**src/fsa_pkg.sv**
```systemverilog
/*
 * Shared constants for the fault status annunciator: panel codes, widths,
 * and the hold and flash timing figures.
 * Assumes a single 20 MHz core clock.
 */
package fsa_pkg;
    localparam int unsigned CLK_HZ          = 20_000_000;
    localparam int unsigned CNT_W           = 26;
    localparam int unsigned CODE_W          = 8;
    // Indication hold after an error, or after alarm/warning onset
    localparam int unsigned HOLD_TIME_MS    = 2000;
    localparam int unsigned HOLD_CYCLES     = HOLD_TIME_MS * (CLK_HZ / 1000);
    // Half period of the red LED flash
    localparam int unsigned FLASH_HALF_MS   = 250;
    localparam int unsigned FLASH_CYCLES    = FLASH_HALF_MS * (CLK_HZ / 1000);
    localparam logic [7:0]  PANEL_ALARM_GEN = 8'hEF;
    localparam logic [7:0]  PANEL_ERROR_GEN = 8'h9F;
    localparam logic [7:0]  CODE_RESET      = 8'h00;
    localparam logic [1:0]  RST_SYNC_RESET  = 2'h0;
endpackage

```
**src/fsa_timer_if.sv**
```systemverilog
/*
 * Carrier between the annunciator core and one hold timer.
 * Assumes both ends run on the core clock.
 */
`timescale 1ns/1ps
`default_nettype none
interface fsa_timer_if;
    logic start;
    logic active;
    modport owner (output start, input active);
    modport timer (input start, output active);
endinterface // fsa_timer_if
`default_nettype wire

```
**src/fsa_annunciator.sv**
```systemverilog
/*
 * Fault status annunciator top: turns alarm, warning and error events into
 * the status LEDs, operator display, panel code, alarm and warning outputs,
 * servo enable gating and the two status read answers.
 * Assumes all inputs are synchronous to core_clk_in; error sources are
 * one-cycle pulses, alarm and warning are levels held by their sources.
 */
// How it works
// - Alarm forces servo drive off while present.
// - Alarm: green LED dark, red LED lit.
// - Alarm code steady in status mode, else 2s.
// - Alarm: panel shows alarm code for drive alarms, else generic alarm code; read returns the alarm code.
// - Alarm output active; warning off; error read kept.
// - Any negative acknowledge counts as error event.
// - Error indications held 2s, then released.
// - Errors never switch servo drive off.
// - Error flashes red LED for 2s.
// - Error code on operator display 2s.
// - Error panel shows generic error code 2s.
// - Error updates last-error read; alarm things unchanged.
// - Error asserts warning output for 2s.
// - Warnings never switch servo drive off.
// - Warning flashes red LED continuously.
// - Warning code steady in status mode, else 2s.
// - Warning panel shows warning code; read returns it.
// - Warning keeps warning output active, others unchanged.
// - Idle: green lit, red dark, outputs inactive.
`timescale 1ns/1ps
`default_nettype none
module fsa_annunciator #(
    parameter int unsigned HOLD_CYCLES  = fsa_pkg::HOLD_CYCLES,
    parameter int unsigned FLASH_CYCLES = fsa_pkg::FLASH_CYCLES
) (
    input  wire logic        core_clk_in,
    input  wire logic        rst_n_in,
    input  wire logic        alarm_in,
    input  wire logic        drive_alarm_in,
    input  wire logic [7:0]  alarm_code_in,
    input  wire logic        warning_in,
    input  wire logic [7:0]  warning_code_in,
    input  wire logic        nack_input_in,
    input  wire logic        nack_serial_in,
    input  wire logic        nack_operator_in,
    input  wire logic [7:0]  error_code_in,
    input  wire logic [7:0]  status_code_in,
    input  wire logic        status_mode_in,
    input  wire logic        servo_on_req_in,
    input  wire logic        alarm_warning_read_in,
    input  wire logic        error_read_in,
    output logic             servo_enable_out,
    output logic             led_green_out,
    output logic             led_red_out,
    output logic             op_disp_show_out,
    output logic [7:0]       op_disp_code_out,
    output logic [7:0]       panel_code_out,
    output logic             alarm_out,
    output logic             warn_n_out,
    output logic             read_valid_out,
    output logic [7:0]       read_data_out
);
    localparam logic [fsa_pkg::CNT_W-1:0] HOLD_W  = fsa_pkg::CNT_W'(HOLD_CYCLES);
    localparam logic [fsa_pkg::CNT_W-1:0] FLASH_W = fsa_pkg::CNT_W'(FLASH_CYCLES);
    // The event cycle is itself the first cycle of a hold, so timers load one less
    localparam logic [fsa_pkg::CNT_W-1:0] HOLD_LOAD = HOLD_W - 1'b1;

    // Reset release synchroniser
    logic [1:0] rst_sync_q;
    logic       rst_n;

    always_ff @(posedge core_clk_in or negedge rst_n_in) begin
        if (!rst_n_in) begin
            rst_sync_q <= fsa_pkg::RST_SYNC_RESET;
        end else begin
            rst_sync_q <= {rst_sync_q[0], 1'b1};
        end
    end
    assign rst_n = rst_sync_q[1];

    fsa_timer_if err_tmr ();
    fsa_timer_if alm_tmr ();
    fsa_timer_if wrn_tmr ();

    fsa_hold_timer #(.CYCLES(HOLD_LOAD)) u_err_hold (
        .clk_in   (core_clk_in),
        .rst_n_in (rst_n),
        .tmr      (err_tmr.timer)
    );
    fsa_hold_timer #(.CYCLES(HOLD_LOAD)) u_alm_hold (
        .clk_in   (core_clk_in),
        .rst_n_in (rst_n),
        .tmr      (alm_tmr.timer)
    );
    fsa_hold_timer #(.CYCLES(HOLD_LOAD)) u_wrn_hold (
        .clk_in   (core_clk_in),
        .rst_n_in (rst_n),
        .tmr      (wrn_tmr.timer)
    );

    // Event detection
    logic       error_event;
    logic       err_any;
    logic       alarm_prev_q;
    logic       warning_prev_q;
    logic [7:0] last_err_q;
    logic [7:0] last_err_d;

    assign error_event   = nack_input_in | nack_serial_in | nack_operator_in;
    assign err_any       = error_event | err_tmr.active;
    assign err_tmr.start = error_event;
    assign alm_tmr.start = alarm_in & ~alarm_prev_q;
    assign wrn_tmr.start = warning_in & ~warning_prev_q;

    always_comb begin
        last_err_d = last_err_q;
        if (error_event) begin
            last_err_d = error_code_in;
        end
    end

    always_ff @(posedge core_clk_in or negedge rst_n) begin
        if (!rst_n) begin
            alarm_prev_q   <= 1'b0;
            warning_prev_q <= 1'b0;
            last_err_q     <= fsa_pkg::CODE_RESET;
        end else begin
            alarm_prev_q   <= alarm_in;
            warning_prev_q <= warning_in;
            last_err_q     <= last_err_d;
        end
    end

    // Red LED flash divider; free running so every flash has a fixed rhythm
    logic [fsa_pkg::CNT_W-1:0] flash_cnt_q;
    logic [fsa_pkg::CNT_W-1:0] flash_cnt_d;
    logic                      flash_ph_q;
    logic                      flash_ph_d;

    always_comb begin
        flash_cnt_d = flash_cnt_q - 1'b1;
        flash_ph_d  = flash_ph_q;
        if (flash_cnt_q == '0) begin
            flash_cnt_d = FLASH_W - 1'b1;
            flash_ph_d  = ~flash_ph_q;
        end
    end

    always_ff @(posedge core_clk_in or negedge rst_n) begin
        if (!rst_n) begin
            flash_cnt_q <= '0;
            flash_ph_q  <= 1'b0;
        end else begin
            flash_cnt_q <= flash_cnt_d;
            flash_ph_q  <= flash_ph_d;
        end
    end

    // Indication outputs, all registered
    logic       servo_en_d;
    logic       green_d;
    logic       red_d;
    logic       op_show_d;
    logic [7:0] op_code_d;
    logic [7:0] panel_d;
    logic       alarm_d;
    logic       warn_n_d;
    logic       rd_valid_d;
    logic [7:0] rd_data_d;

    always_comb begin
        servo_en_d = servo_on_req_in & ~alarm_in;
        green_d    = 1'b1;
        red_d      = 1'b0;
        op_show_d  = 1'b0;
        op_code_d  = status_code_in;
        panel_d    = status_code_in;
        alarm_d    = alarm_in;
        warn_n_d   = 1'b1;
        if (alarm_in) begin
            green_d   = 1'b0;
            red_d     = 1'b1;
            op_show_d = status_mode_in | alm_tmr.start | alm_tmr.active;
            op_code_d = alarm_code_in;
            panel_d   = drive_alarm_in ? alarm_code_in : fsa_pkg::PANEL_ALARM_GEN;
        end else if (err_any) begin
            green_d   = 1'b0;
            red_d     = flash_ph_q;
            op_show_d = 1'b1;
            op_code_d = error_event ? error_code_in : last_err_q;
            panel_d   = fsa_pkg::PANEL_ERROR_GEN;
            warn_n_d  = 1'b0;
        end else if (warning_in) begin
            green_d   = 1'b0;
            red_d     = flash_ph_q;
            op_show_d = status_mode_in | wrn_tmr.start | wrn_tmr.active;
            op_code_d = warning_code_in;
            panel_d   = warning_code_in;
            warn_n_d  = 1'b0;
        end
        rd_valid_d = alarm_warning_read_in | error_read_in;
        // The answer stands until the next read command replaces it
        rd_data_d  = read_data_out;
        if (error_read_in) begin
            rd_data_d = last_err_q;
        end else if (alarm_warning_read_in) begin
            if (alarm_in) begin
                rd_data_d = alarm_code_in;
            end else if (warning_in) begin
                rd_data_d = warning_code_in;
            end else begin
                rd_data_d = status_code_in;
            end
        end
    end

    always_ff @(posedge core_clk_in or negedge rst_n) begin
        if (!rst_n) begin
            servo_enable_out <= 1'b0;
            led_green_out    <= 1'b1;
            led_red_out      <= 1'b0;
            op_disp_show_out <= 1'b0;
            op_disp_code_out <= fsa_pkg::CODE_RESET;
            panel_code_out   <= fsa_pkg::CODE_RESET;
            alarm_out        <= 1'b0;
            warn_n_out       <= 1'b1;
            read_valid_out   <= 1'b0;
            read_data_out    <= fsa_pkg::CODE_RESET;
        end else begin
            servo_enable_out <= servo_en_d;
            led_green_out    <= green_d;
            led_red_out      <= red_d;
            op_disp_show_out <= op_show_d;
            op_disp_code_out <= op_code_d;
            panel_code_out   <= panel_d;
            alarm_out        <= alarm_d;
            warn_n_out       <= warn_n_d;
            read_valid_out   <= rd_valid_d;
            read_data_out    <= rd_data_d;
        end
    end

    chk_servo_off_alarm: assert property (
        @(posedge core_clk_in) disable iff (!rst_n)
        alarm_in |=> !servo_enable_out)
        else $error("servo enabled during alarm");
    chk_servo_kept_on: assert property (
        @(posedge core_clk_in) disable iff (!rst_n)
        (servo_on_req_in && !alarm_in) |=> servo_enable_out)
        else $error("servo dropped without alarm");
    chk_led_alarm: assert property (
        @(posedge core_clk_in) disable iff (!rst_n)
        alarm_in |=> (led_red_out && !led_green_out))
        else $error("alarm LED pattern wrong");
    chk_alarm_outputs: assert property (
        @(posedge core_clk_in) disable iff (!rst_n)
        (alarm_in && !error_event) |=> (alarm_out && warn_n_out && $stable(last_err_q)))
        else $error("alarm outputs wrong");
    chk_op_alarm_steady: assert property (
        @(posedge core_clk_in) disable iff (!rst_n)
        (alarm_in && status_mode_in) |=>
            (op_disp_show_out && op_disp_code_out == $past(alarm_code_in)))
        else $error("alarm code not on operator display");
    chk_panel_alarm: assert property (
        @(posedge core_clk_in) disable iff (!rst_n)
        (alarm_in && !drive_alarm_in) |=> panel_code_out == fsa_pkg::PANEL_ALARM_GEN)
        else $error("generic alarm panel code missing");
    chk_err_warn_out: assert property (
        @(posedge core_clk_in) disable iff (!rst_n)
        (error_event && !alarm_in) ##1 !alarm_in [*2] |-> !warn_n_out)
        else $error("warning output not held after error");
    chk_err_code_read: assert property (
        @(posedge core_clk_in) disable iff (!rst_n)
        error_event ##1 error_read_in |=>
            (read_valid_out && read_data_out == $past(error_code_in, 2)))
        else $error("last error code not returned");
    chk_warn_steady: assert property (
        @(posedge core_clk_in) disable iff (!rst_n)
        (warning_in && !alarm_in) |=> (!warn_n_out && !alarm_out))
        else $error("warning output not active");
    chk_idle_state: assert property (
        @(posedge core_clk_in) disable iff (!rst_n)
        (!alarm_in && !warning_in && !err_any) |=>
            (led_green_out && !led_red_out && !alarm_out && warn_n_out))
        else $error("idle indications wrong");
    chk_alarm_show_hold: assert property (
        @(posedge core_clk_in) disable iff (!rst_n)
        $rose(alarm_in) |=>
            (op_disp_show_out && op_disp_code_out == $past(alarm_code_in)))
        else $error("alarm code not shown at alarm onset");
    chk_warn_show_hold: assert property (
        @(posedge core_clk_in) disable iff (!rst_n)
        ($rose(warning_in) && !alarm_in && !err_any) |=>
            (op_disp_show_out && op_disp_code_out == $past(warning_code_in)))
        else $error("warning code not shown at warning onset");
    chk_err_display: assert property (
        @(posedge core_clk_in) disable iff (!rst_n)
        (error_event && !alarm_in) |=>
            (op_disp_show_out && op_disp_code_out == $past(error_code_in)))
        else $error("error code not on operator display");
    chk_panel_error: assert property (
        @(posedge core_clk_in) disable iff (!rst_n)
        (error_event && !alarm_in) |=> panel_code_out == fsa_pkg::PANEL_ERROR_GEN)
        else $error("generic error panel code missing");
    chk_alarm_read: assert property (
        @(posedge core_clk_in) disable iff (!rst_n)
        (alarm_warning_read_in && !error_read_in && alarm_in) |=>
            (read_valid_out && read_data_out == $past(alarm_code_in)))
        else $error("alarm code not returned");
    chk_read_kept: assert property (
        @(posedge core_clk_in) disable iff (!rst_n)
        (!alarm_warning_read_in && !error_read_in) |=> $stable(read_data_out))
        else $error("read answer changed without a read");
endmodule // fsa_annunciator
`default_nettype wire

```
**src/fsa_hold_timer.sv**
```systemverilog
/*
 * Retriggerable hold timer: a start pulse (re)loads the count, and active
 * stays high until the count runs out.
 * Assumes start is a one-cycle pulse synchronous to clk_in.
 */
`timescale 1ns/1ps
`default_nettype none
module fsa_hold_timer #(
    parameter logic [fsa_pkg::CNT_W-1:0] CYCLES = fsa_pkg::CNT_W'(fsa_pkg::HOLD_CYCLES)
) (
    input  wire logic  clk_in,
    input  wire logic  rst_n_in,
    fsa_timer_if.timer tmr
);
    logic [fsa_pkg::CNT_W-1:0] cnt_q;
    logic [fsa_pkg::CNT_W-1:0] cnt_d;

    always_comb begin
        cnt_d = cnt_q;
        if (tmr.start) begin
            cnt_d = CYCLES;
        end else if (cnt_q != '0) begin
            cnt_d = cnt_q - 1'b1;
        end
    end

    always_ff @(posedge clk_in or negedge rst_n_in) begin
        if (!rst_n_in) begin
            cnt_q <= '0;
        end else begin
            cnt_q <= cnt_d;
        end
    end

    assign tmr.active = (cnt_q != '0);

    chk_hold_reload: assert property (
        @(posedge clk_in) disable iff (!rst_n_in)
        tmr.start |=> (cnt_q == CYCLES) && tmr.active)
        else $error("hold timer did not reload on start");
endmodule // fsa_hold_timer
`default_nettype wire

```
**config.mk**
```make
export PLATFORM = sky130hd
export DESIGN_NAME = fsa_annunciator
export DESIGN_NICKNAME = d
export VERILOG_FILES = /design/src/fsa_pkg.sv /design/src/fsa_timer_if.sv /design/src/fsa_annunciator.sv /design/src/fsa_hold_timer.sv
export SDC_FILE = /design/constraint.sdc
export NUM_CORES = 1
export LEC_CHECK = 0
export BUFFER_PORTS_ARGS = -buffer_cell sky130_fd_sc_hd__buf_2
export CORE_ASPECT_RATIO = 1.2
export CORE_UTILIZATION = 29
export CTS_BUF_LIST = sky130_fd_sc_hd__clkbuf_4 sky130_fd_sc_hd__clkbuf_8
export DETAILED_ROUTE_END_ITERATION = 8
export GPL_ROUTABILITY_DRIVEN = 0
export MAX_ROUTING_LAYER = met4
export SYNTH_ARGS = -nofsm -noshare
export SYNTH_HDL_FRONTEND = slang
export SYNTH_SLANG_ARGS = --single-unit
```
**constraint.sdc**
```tcl
create_clock -name core_clk_in -period 5.93 [get_ports core_clk_in]
set_clock_uncertainty 0.1 [all_clocks]
set_input_delay 0.593 -clock core_clk_in [delete_from_list [all_inputs] [get_ports core_clk_in]]
set_output_delay 0.593 -clock core_clk_in [all_outputs]
set_load 0.05 [all_outputs]
```
**Yosys cells after proc, flatten, opt, wreduce, memory -nomap -nowiden**

Cells that the tools add are included.

- Register bits after elaboration: 147
- Output and inout bits: 31

- Add/subtract/negate cells: 4
- Muxes and demuxes: 27
- Bitwise logic cells: 15
- Reduce and logical (&&, ||, !) cells: 8

Operators by type and width:

| operator | count |
|---|---|
| two-way mux 26 bit | 7 |
| subtractor 26 x 1 -> 26 bit, second input constant | 4 |
| two-way mux 8 bit | 10 |
| nonzero test 26 bit | 3 |
| logical NOT 26 bit | 1 |
| two-way mux 1 bit | 10 |
| OR 1 bit | 8 |
| nonzero test 2 bit | 4 |
| inverter 1 bit | 4 |
| bitwise AND 1 bit | 3 |

**Logic depth before layout (Yosys ltp)**

Gate-level depths: netlist of the first run.

- Word-level depth: 7
- Depth in mapped cells: 8

**Hierarchy**

Synthesis of the first run repeated with hierarchy kept, for this count alone.

- Cells, all modules: 747
- Area total of the unflattened synthesis: 7623.6 um^2

By module, submodules not included:

| module | instances | cells each | area an instance (um^2) |
|---|---|---|---|
| fsa_annunciator | 1 | 302 | 3239.4 |
| fsa_hold_timer (u_err_hold ...) | 2 | 147 | 1462.7 |
| fsa_hold_timer (u_alm_hold) | 1 | 151 | 1458.9 |

**Least setup slack after synthesis of the first run**

OpenSTA, ideal clock, no wires.

- Path type: register -> register
- From: reg alarm_out (netlist name)
- To: reg u_alm_hold.cnt_q[24] (netlist bit)
- Library setup time: 0.078 ns
- Data arrival time: 2.071 ns
- Slack: 3.681 ns
- Stages on the path, launching flop included: 8
- Buffers on the path: 2
- Cells stage by stage: dfrtp_1 -> nand2b_1 -> clkbuf_1 -> nand4_1 -> clkbuf_1 -> nor2b_1 -> or3b_1 -> a21oi_1

RTL lines:

| what | RTL line | text |
|---|---|---|
| end signal: assignment | fsa_hold_timer.sv:31 | `cnt_q <= cnt_d;` |
| end: declaration | fsa_hold_timer.sv:15 | `logic [fsa_pkg::CNT_W-1:0] cnt_q;` |

**Worst setup path after layout of the first run**

- From: in alarm_in
- To: reg u_alm_hold.cnt_q[13] (netlist bit)

- Longest elaborated chain between the ends: 2
- Elaborated cells on any way between the ends: 3
- Classes of those cells: mux: 1; bitwise: 1; reduce/logical: 1

RTL lines:

| what | RTL line | text |
|---|---|---|
| start: declaration | fsa_annunciator.sv:36 | `input wire logic alarm_in,` |
| bitwise AND 1 bit (*) | fsa_annunciator.sv:110 | `assign alm_tmr.start = alarm_in & ~alarm_prev_q;` |
| two-way mux 26 bit or nonzero test 2 bit (tied branches) | n/a |  |

Every way passes the cells marked *; elsewhere a longest branch is shown, timed or not.
A chain may end at the register's enable or synchronous reset.

==> results of run 1 <==
## power breakdown
group / internal (mW) / switching (mW) / total [mW] / leakage [nW]
Clock: 0.428 / 0.410 / 0.837 / 0.214
Sequential: 1.04 / 0.0455 / 1.09 / 1.66
Combinational: 0.0690 / 0.152 / 0.221 / 1.43
## sequential cells by signal, indices dropped and copies added, names as in the netlist, 2 cells and up
register and flops:
panel_code_out 8, u_alm_hold.cnt_q 26, last_err_q 8, read_data_out 8, flash_cnt_q 26, op_disp_code_out 8
rst_sync_q 2, u_err_hold.cnt_q 26, u_wrn_hold.cnt_q 26
## cell type report
cell class / instances / area share (%)
Multi-Input combinational cell: 568 / 41.46
Tap cell: 325 / 4.763
Timing Repair Buffer: 81 / 4.982
Inverter: 17 / 0.7474
Sequential cell: 147 / 43.16
Clock inverter: 14 / 2.066
Clock buffer: 18 / 2.828
## critical path, delay by kind of cell
family          cells  cell delay [ns]
compound gates      2             0.59
buf+inv             1             0.55
simple gates        3             1.77
## cell usage after synthesis, drive strengths merged, types with 3 or more instances
cell type / n
or2: 7
and2: 3
nand2b: 8
a211oi: 8
mux2: 6
nor4: 25
dfrtp: 145
xnor2: 26
or3b: 3
and4: 6
nand4: 12
nand2: 85
nor2b: 16
nand3b: 3
o31ai: 14
nand3: 30
inv: 17
buf: 7
or4: 13
nor4b: 4
or3: 24
a311oi: 3
ha: 5
o41ai: 4
and3: 8
a21oi: 21
mux2i: 17
or2b: 3
clkbuf: 25
nor2: 71
o21ai: 57
xor2: 25
nor3: 27
a31oi: 8
a41o: 3
o211ai: 7
## metrics by stage
stage | hold WS, ns | instances | util, %
after detailed placement | 0.2387 | 1137 | 32.56
after CTS | 0.2297 | 1170 | 34.28
final | 0.2458 | 1170 | 34.28
after floorplan | 0.1974 | 764 | -
after global routing | 0.2490 | 1170 | 34.28
after global placement | 0.2353 | 1137 | 32.56
## cells by family after synthesis
kind of cell | count (synthesis)
compound gates | 134
xor+xnor | 51
fa+ha+maj | 5
buf+inv | 49
flops | 147
mux | 23
other cells | 1
simple gates | 354
## path summary, 6_finish.rpt
path                                  startpoint                    to  slack [ns]  cells past startpoint
min in group core_clk_in        error_code_in[4]         last_err_q[4]        0.26                      3
worst min register to register     rst_sync_q[1]      read_data_out[2]        0.25                      0
max in group asynchronous          rst_sync_q[1]   u_alm_hold.cnt_q[2]        4.36                      1
worst max-delay path                    alarm_in  u_alm_hold.cnt_q[13]        2.69                      6
worst min-delay path               rst_sync_q[1]      read_data_out[2]        0.25                      0
worst max register to register         alarm_out  u_alm_hold.cnt_q[13]        2.90                      5
## metal layers
| metal | wire length [um] | up-vias | global-route usage (%) |
|---|---|---|---|
| li1 | - | 2872 | - |
| met1 | 8278 | 2819 | 19.01 |
| met2 | 8628 | 99 | 23.06 |
| met3 | 640 | 18 | 3.144 |
| met4 | 208 | 0 | 4.167 |
| met5 | 0 | - | - |
==> qor.yml, run 1 <==
status:
  status: "finished clean"
clock_tree:
  cts_tree: "yes"
  cts_root_buf: "clkbuf_8"
  clk_pin_slew_ns: 0.09
  htree_levels: 4
  cts_made_buffers: 17
  post_cts_buffers: 0
  clock_sinks: 147
  clockBufferDepth: 2
  cts_resized: 0
  cts_hold_buf: 1
  insertion_delay_ns: 0.46
placed_design:
  post-place-ws_ns: 2.200
  place.port_buffers: 74
  place_area_sq_um: 8110
  place_hpwl_um: 12420
finish:
  multiInputGateArea_sq_um: 3540
  areaGrowthSynthToFinish_pct: 15.15
  fillers: 2576
  drive_gt1_share_pct: 17.51
  final_cell_mix: "dfrtp_1, nand2_1, buf_2, nor2_1, o21ai_0"
  fin_area_sq_um: 8538
  register_area_sq_um: 3685
  num_antenna_cells: 0
  fin_nets: 881
  layout_commonest_cell: "dfrtp_1"
sta:
  setup_viol: 0
  rsz0062_at_grt: "no"
  worst_slack_ns: 2.685
  fmax_ghz: 0.3082
  slew_viol_final: 0
  finalHoldViolations: 0
  finalCriticalPeriod_ns: 3.245
  totalNegativeSetupSlack_ns: 0
  max_slew_margin_pct: 41.76
  max_slew.worst_pin.slew_ns: 0.8677
  finalCritPeriodShare_pct: 54.72
grt:
  antenna_found_initial: 0
  grt_pass1_vias: 5541
  grt_pass1_wl_um: 29000
  overflow: 0
  grt_max_degree: 55
  grt_usage_pct: 14.69
logic_synthesis:
  synth_top_family_by_area: "simple AND/OR/NAND/NOR gates"
  yosysWarningCount: 0
  avgSynthCellArea_sq_um: 9.705
  synth.largest_area_cell: "dfrtp_1"
  synth_compound_area_share_pct: 11.34
  ys_ff_latch: 147
  syn_nets: 813
  syn_area_sq_um: 7415
  synth_cells: 764
  synth-xor-area-share_pct: 6.024
  synth_simple_gate_area_share_pct: 26.21
  async_reset_ff_share_pct: 100.0
  synth_edf_count: 0
  synth_area_leaders: "dfrtp_1, nand2_1, nor2_1"
  synth-main-ff-cell: "dfrtp_1"
  synth-adder-area-share_pct: 0.8437
  synth_top_area_share_pct: 48.94
  synth_cell_types: 62
  synth-seq-area-share_pct: 49.65
  synthMuxAreaShare_pct: 3.206
die:
  die_area_sq_um: 26210
  dieHeight_um: 177.2
  num_rows: 63
  num_io_pins: 75
  dieWidth_um: 148.0
  start_util_pct: 29.77
  core_area_sq_um: 24910
worst_setup_path:
  critPathLaunchType: "input port"
  critPathSlowestCell: "nand4_1"
  slowest_delay_ns: 0.64
  crit_type: "input port to register"
  worstPathRequired_ns: 6.20
  cp-end-kind: "register"
  path_max_fanout: 40
  cp_cell_sequence: "buf_2 -> nand2b_1 -> nand4_1 -> o21ai_1 -> or4_1 -> a21oi_1"
  cp.arrival_ns: 3.51
pwr:
  finalPower_mw: 2.146
  powerDensity_nw_per_um2: 251.3
  leakage_nw: 3.307
  ir_worst_vdd_v: 0.0001440
route:
  drtAntennaViolNets: 0
  vias: 5808
  firstDrtPassIters: 4
  drtIter0Drc: 298
  viasPerCell: 4.964
  wl_um: 17760
  drc_errors: 0
  drt-wirelength-per-cell_um: 15.18
run:
  max_cap_violations: 0
worst_hold_path:
  hp-class: "register to asynchronous set/reset pin"
Power figures use the tool's default switching activity.
==> run 2, diff against run 1 <==
==> constraint.sdc (replaced) <==
create_clock -name core_clk_in -period 3.1 [get_ports core_clk_in]
set_clock_uncertainty 0.1 [all_clocks]
set_input_delay 0.31 -clock core_clk_in [delete_from_list [all_inputs] [get_ports core_clk_in]]
set_output_delay 0.31 -clock core_clk_in [all_outputs]
set_load 0.05 [all_outputs]
==> qor.yml, run 2 (synthesis results as in run 1) <==
worst_setup_path:
  crit_type: "register to register"
  cp-end-kind: "register"
  cp-startpoint: "u_err_hold.cnt_q[0]"
  rrSetupSlack_ns: 0.56
  slowest_delay_ns: 0.44
  cp.arrival_ns: 2.76
  rr_endpoint: "panel_code_out[1]"
  critPathSlowestCell: "and3_1"
  cp_cell_sequence: "inv_1 -> ha_1 -> nor4b_2 -> and3_1 -> nand3_1 -> o21ai_1 -> o21ai_0"
  critPathLaunchType: "register"
  r2r_cells: 7
  crit_path_end: "panel_code_out[1]"
  reg2reg_from: "u_err_hold.cnt_q[0]"
  worstPathRequired_ns: 3.33
  path_max_fanout: 11
clock_tree:
  clockBufferDepth: 2
  clk_pin_slew_ns: 0.09
  clock_sinks: 147
  htree_levels: 4
  insertion_delay_ns: 0.47
  cts_tree: "yes"
  cts_root_buf: "clkbuf_8"
  cts_made_buffers: 17
  post_cts_buffers: 0
  cts_resized: 0
finish:
  num_antenna_cells: 0
  fin_nets: 901
  drive_gt1_share_pct: 18.03
  final_cell_mix: "dfrtp_1, nand2_1, buf_2, nor2_1, o21ai_0"
  register_area_sq_um: 3685
  layout_commonest_cell: "dfrtp_1"
  areaGrowthSynthToFinish_pct: 16.94
  fillers: 2609
  multiInputGateArea_sq_um: 3540
die:
  num_io_pins: 75
  start_util_pct: 29.77
  die_area_sq_um: 26210
  dieHeight_um: 177.2
  dieWidth_um: 148.0
  num_rows: 63
  core_area_sq_um: 24910
route:
  wl_um: 18350
  vias: 5944
  drt-wirelength-per-cell_um: 15.42
  drtIter0Drc: 310
  drc_errors: 0
  firstDrtPassIters: 5
  viasPerCell: 4.995
  drtAntennaViolNets: 0
grt:
  grt_max_degree: 53
  grt_pass1_wl_um: 29860
  grt_pass1_vias: 5810
  overflow: 0
  antenna_found_initial: 0
  grt_usage_pct: 15.16
run:
  max_cap_violations: 0
status:
  status: "finished clean"
placed_design:
  place.port_buffers: 74
  place_hpwl_um: 13090
sta:
  fmax_ghz: 0.3941
  totalNegativeSetupSlack_ns: 0
  finalCriticalPeriod_ns: 2.537
  setup_viol: 0
  slew_viol_final: 0
  rsz0062_at_grt: "no"
  finalCritPeriodShare_pct: 81.85
  finalHoldViolations: 0
  max_slew.worst_pin.slew_ns: 0.8388
  max_slew_margin_pct: 43.96
pwr:
  powerDensity_nw_per_um2: 450.4
  leakage_nw: 3.359
  finalPower_mw: 3.905
  ir_worst_vdd_v: 0.0003087
worst_hold_path:
  hp-class: "input port to register"
[run 2: how the worst min path moves through the flow]
stage	from	to	slack (ns)	cells past startpoint
2_1_floorplan	rst_n_in	rst_sync_q[0]	-0.09	0
3_3_place_gp	rst_n_in	rst_sync_q[0]	-0.003	1
5_1_grt	alarm_code_in[7]	op_disp_code_out[7]	0.04	3
4_1_cts	error_code_in[6]	last_err_q[6]	0.004	3
3_5_place_dp	rst_n_in	rst_sync_q[0]	-0.003	1
6_report	alarm_code_in[7]	op_disp_code_out[7]	0.03	3
[run 2: final cells by class]
cell class	count	share of cell area, %
flip-flops and latches	147	42.50
multi-input cells	568	40.82
repair buffers	101	7.128
well taps	325	4.690
clock buffers	19	2.944
clock inverters	13	1.183
inverters	17	0.7359
[run 2: per-layer routing]
layer | vias up | GRT usage [%] | routed length, um
li1 | 2915 | - | -
met1 | 2861 | 19.14 | 8373
met2 | 135 | 23.57 | 8778
met3 | 33 | 2.887 | 680
met4 | 0 | 6.701 | 512
met5 | - | - | 0
[run 2: metrics by stage]
stage                     setup WS [ns]  std cells  utilization, %  area [sq um]  hold WS [ns]
after floorplan                  0.5631        764               -          7416      -0.08559
after global placement           0.6597       1145           32.85          8183     -0.002731
after detailed placement         0.5656       1145           32.85          8183     -0.002692
after CTS                        0.5320       1190           34.81          8671      0.003695
after global routing             0.2890       1190           34.81          8671       0.03559
final                            0.5627       1190           34.81          8671       0.03425
[run 2: power by group]
group          total, mW  internal [mW]  switching [mW]
clock               1.38          0.592           0.788
sequential          2.08           1.99          0.0859
combinational      0.446          0.147           0.300
total               3.91           2.73            1.17
[run 2: timing repair]
| action | CTS | global route |
|---|---|---|
| endpoints found under the hold margin | 13 | 0 |
| hold buffers | 13 | 0 |
| setup endpoints to repair | 0 | 0 |
[run 2: critical path: cells and delay by family, from the launching register on]
family / cells / cell delay (ns)
AO/OA/AOI/OAI: 2 / 0.49
adder cells (fa/ha/maj): 1 / 0.20
buffers and inverters: 1 / 0.10
flip-flops: 1 / 0.40
AND/OR/NAND/NOR: 3 / 1.09
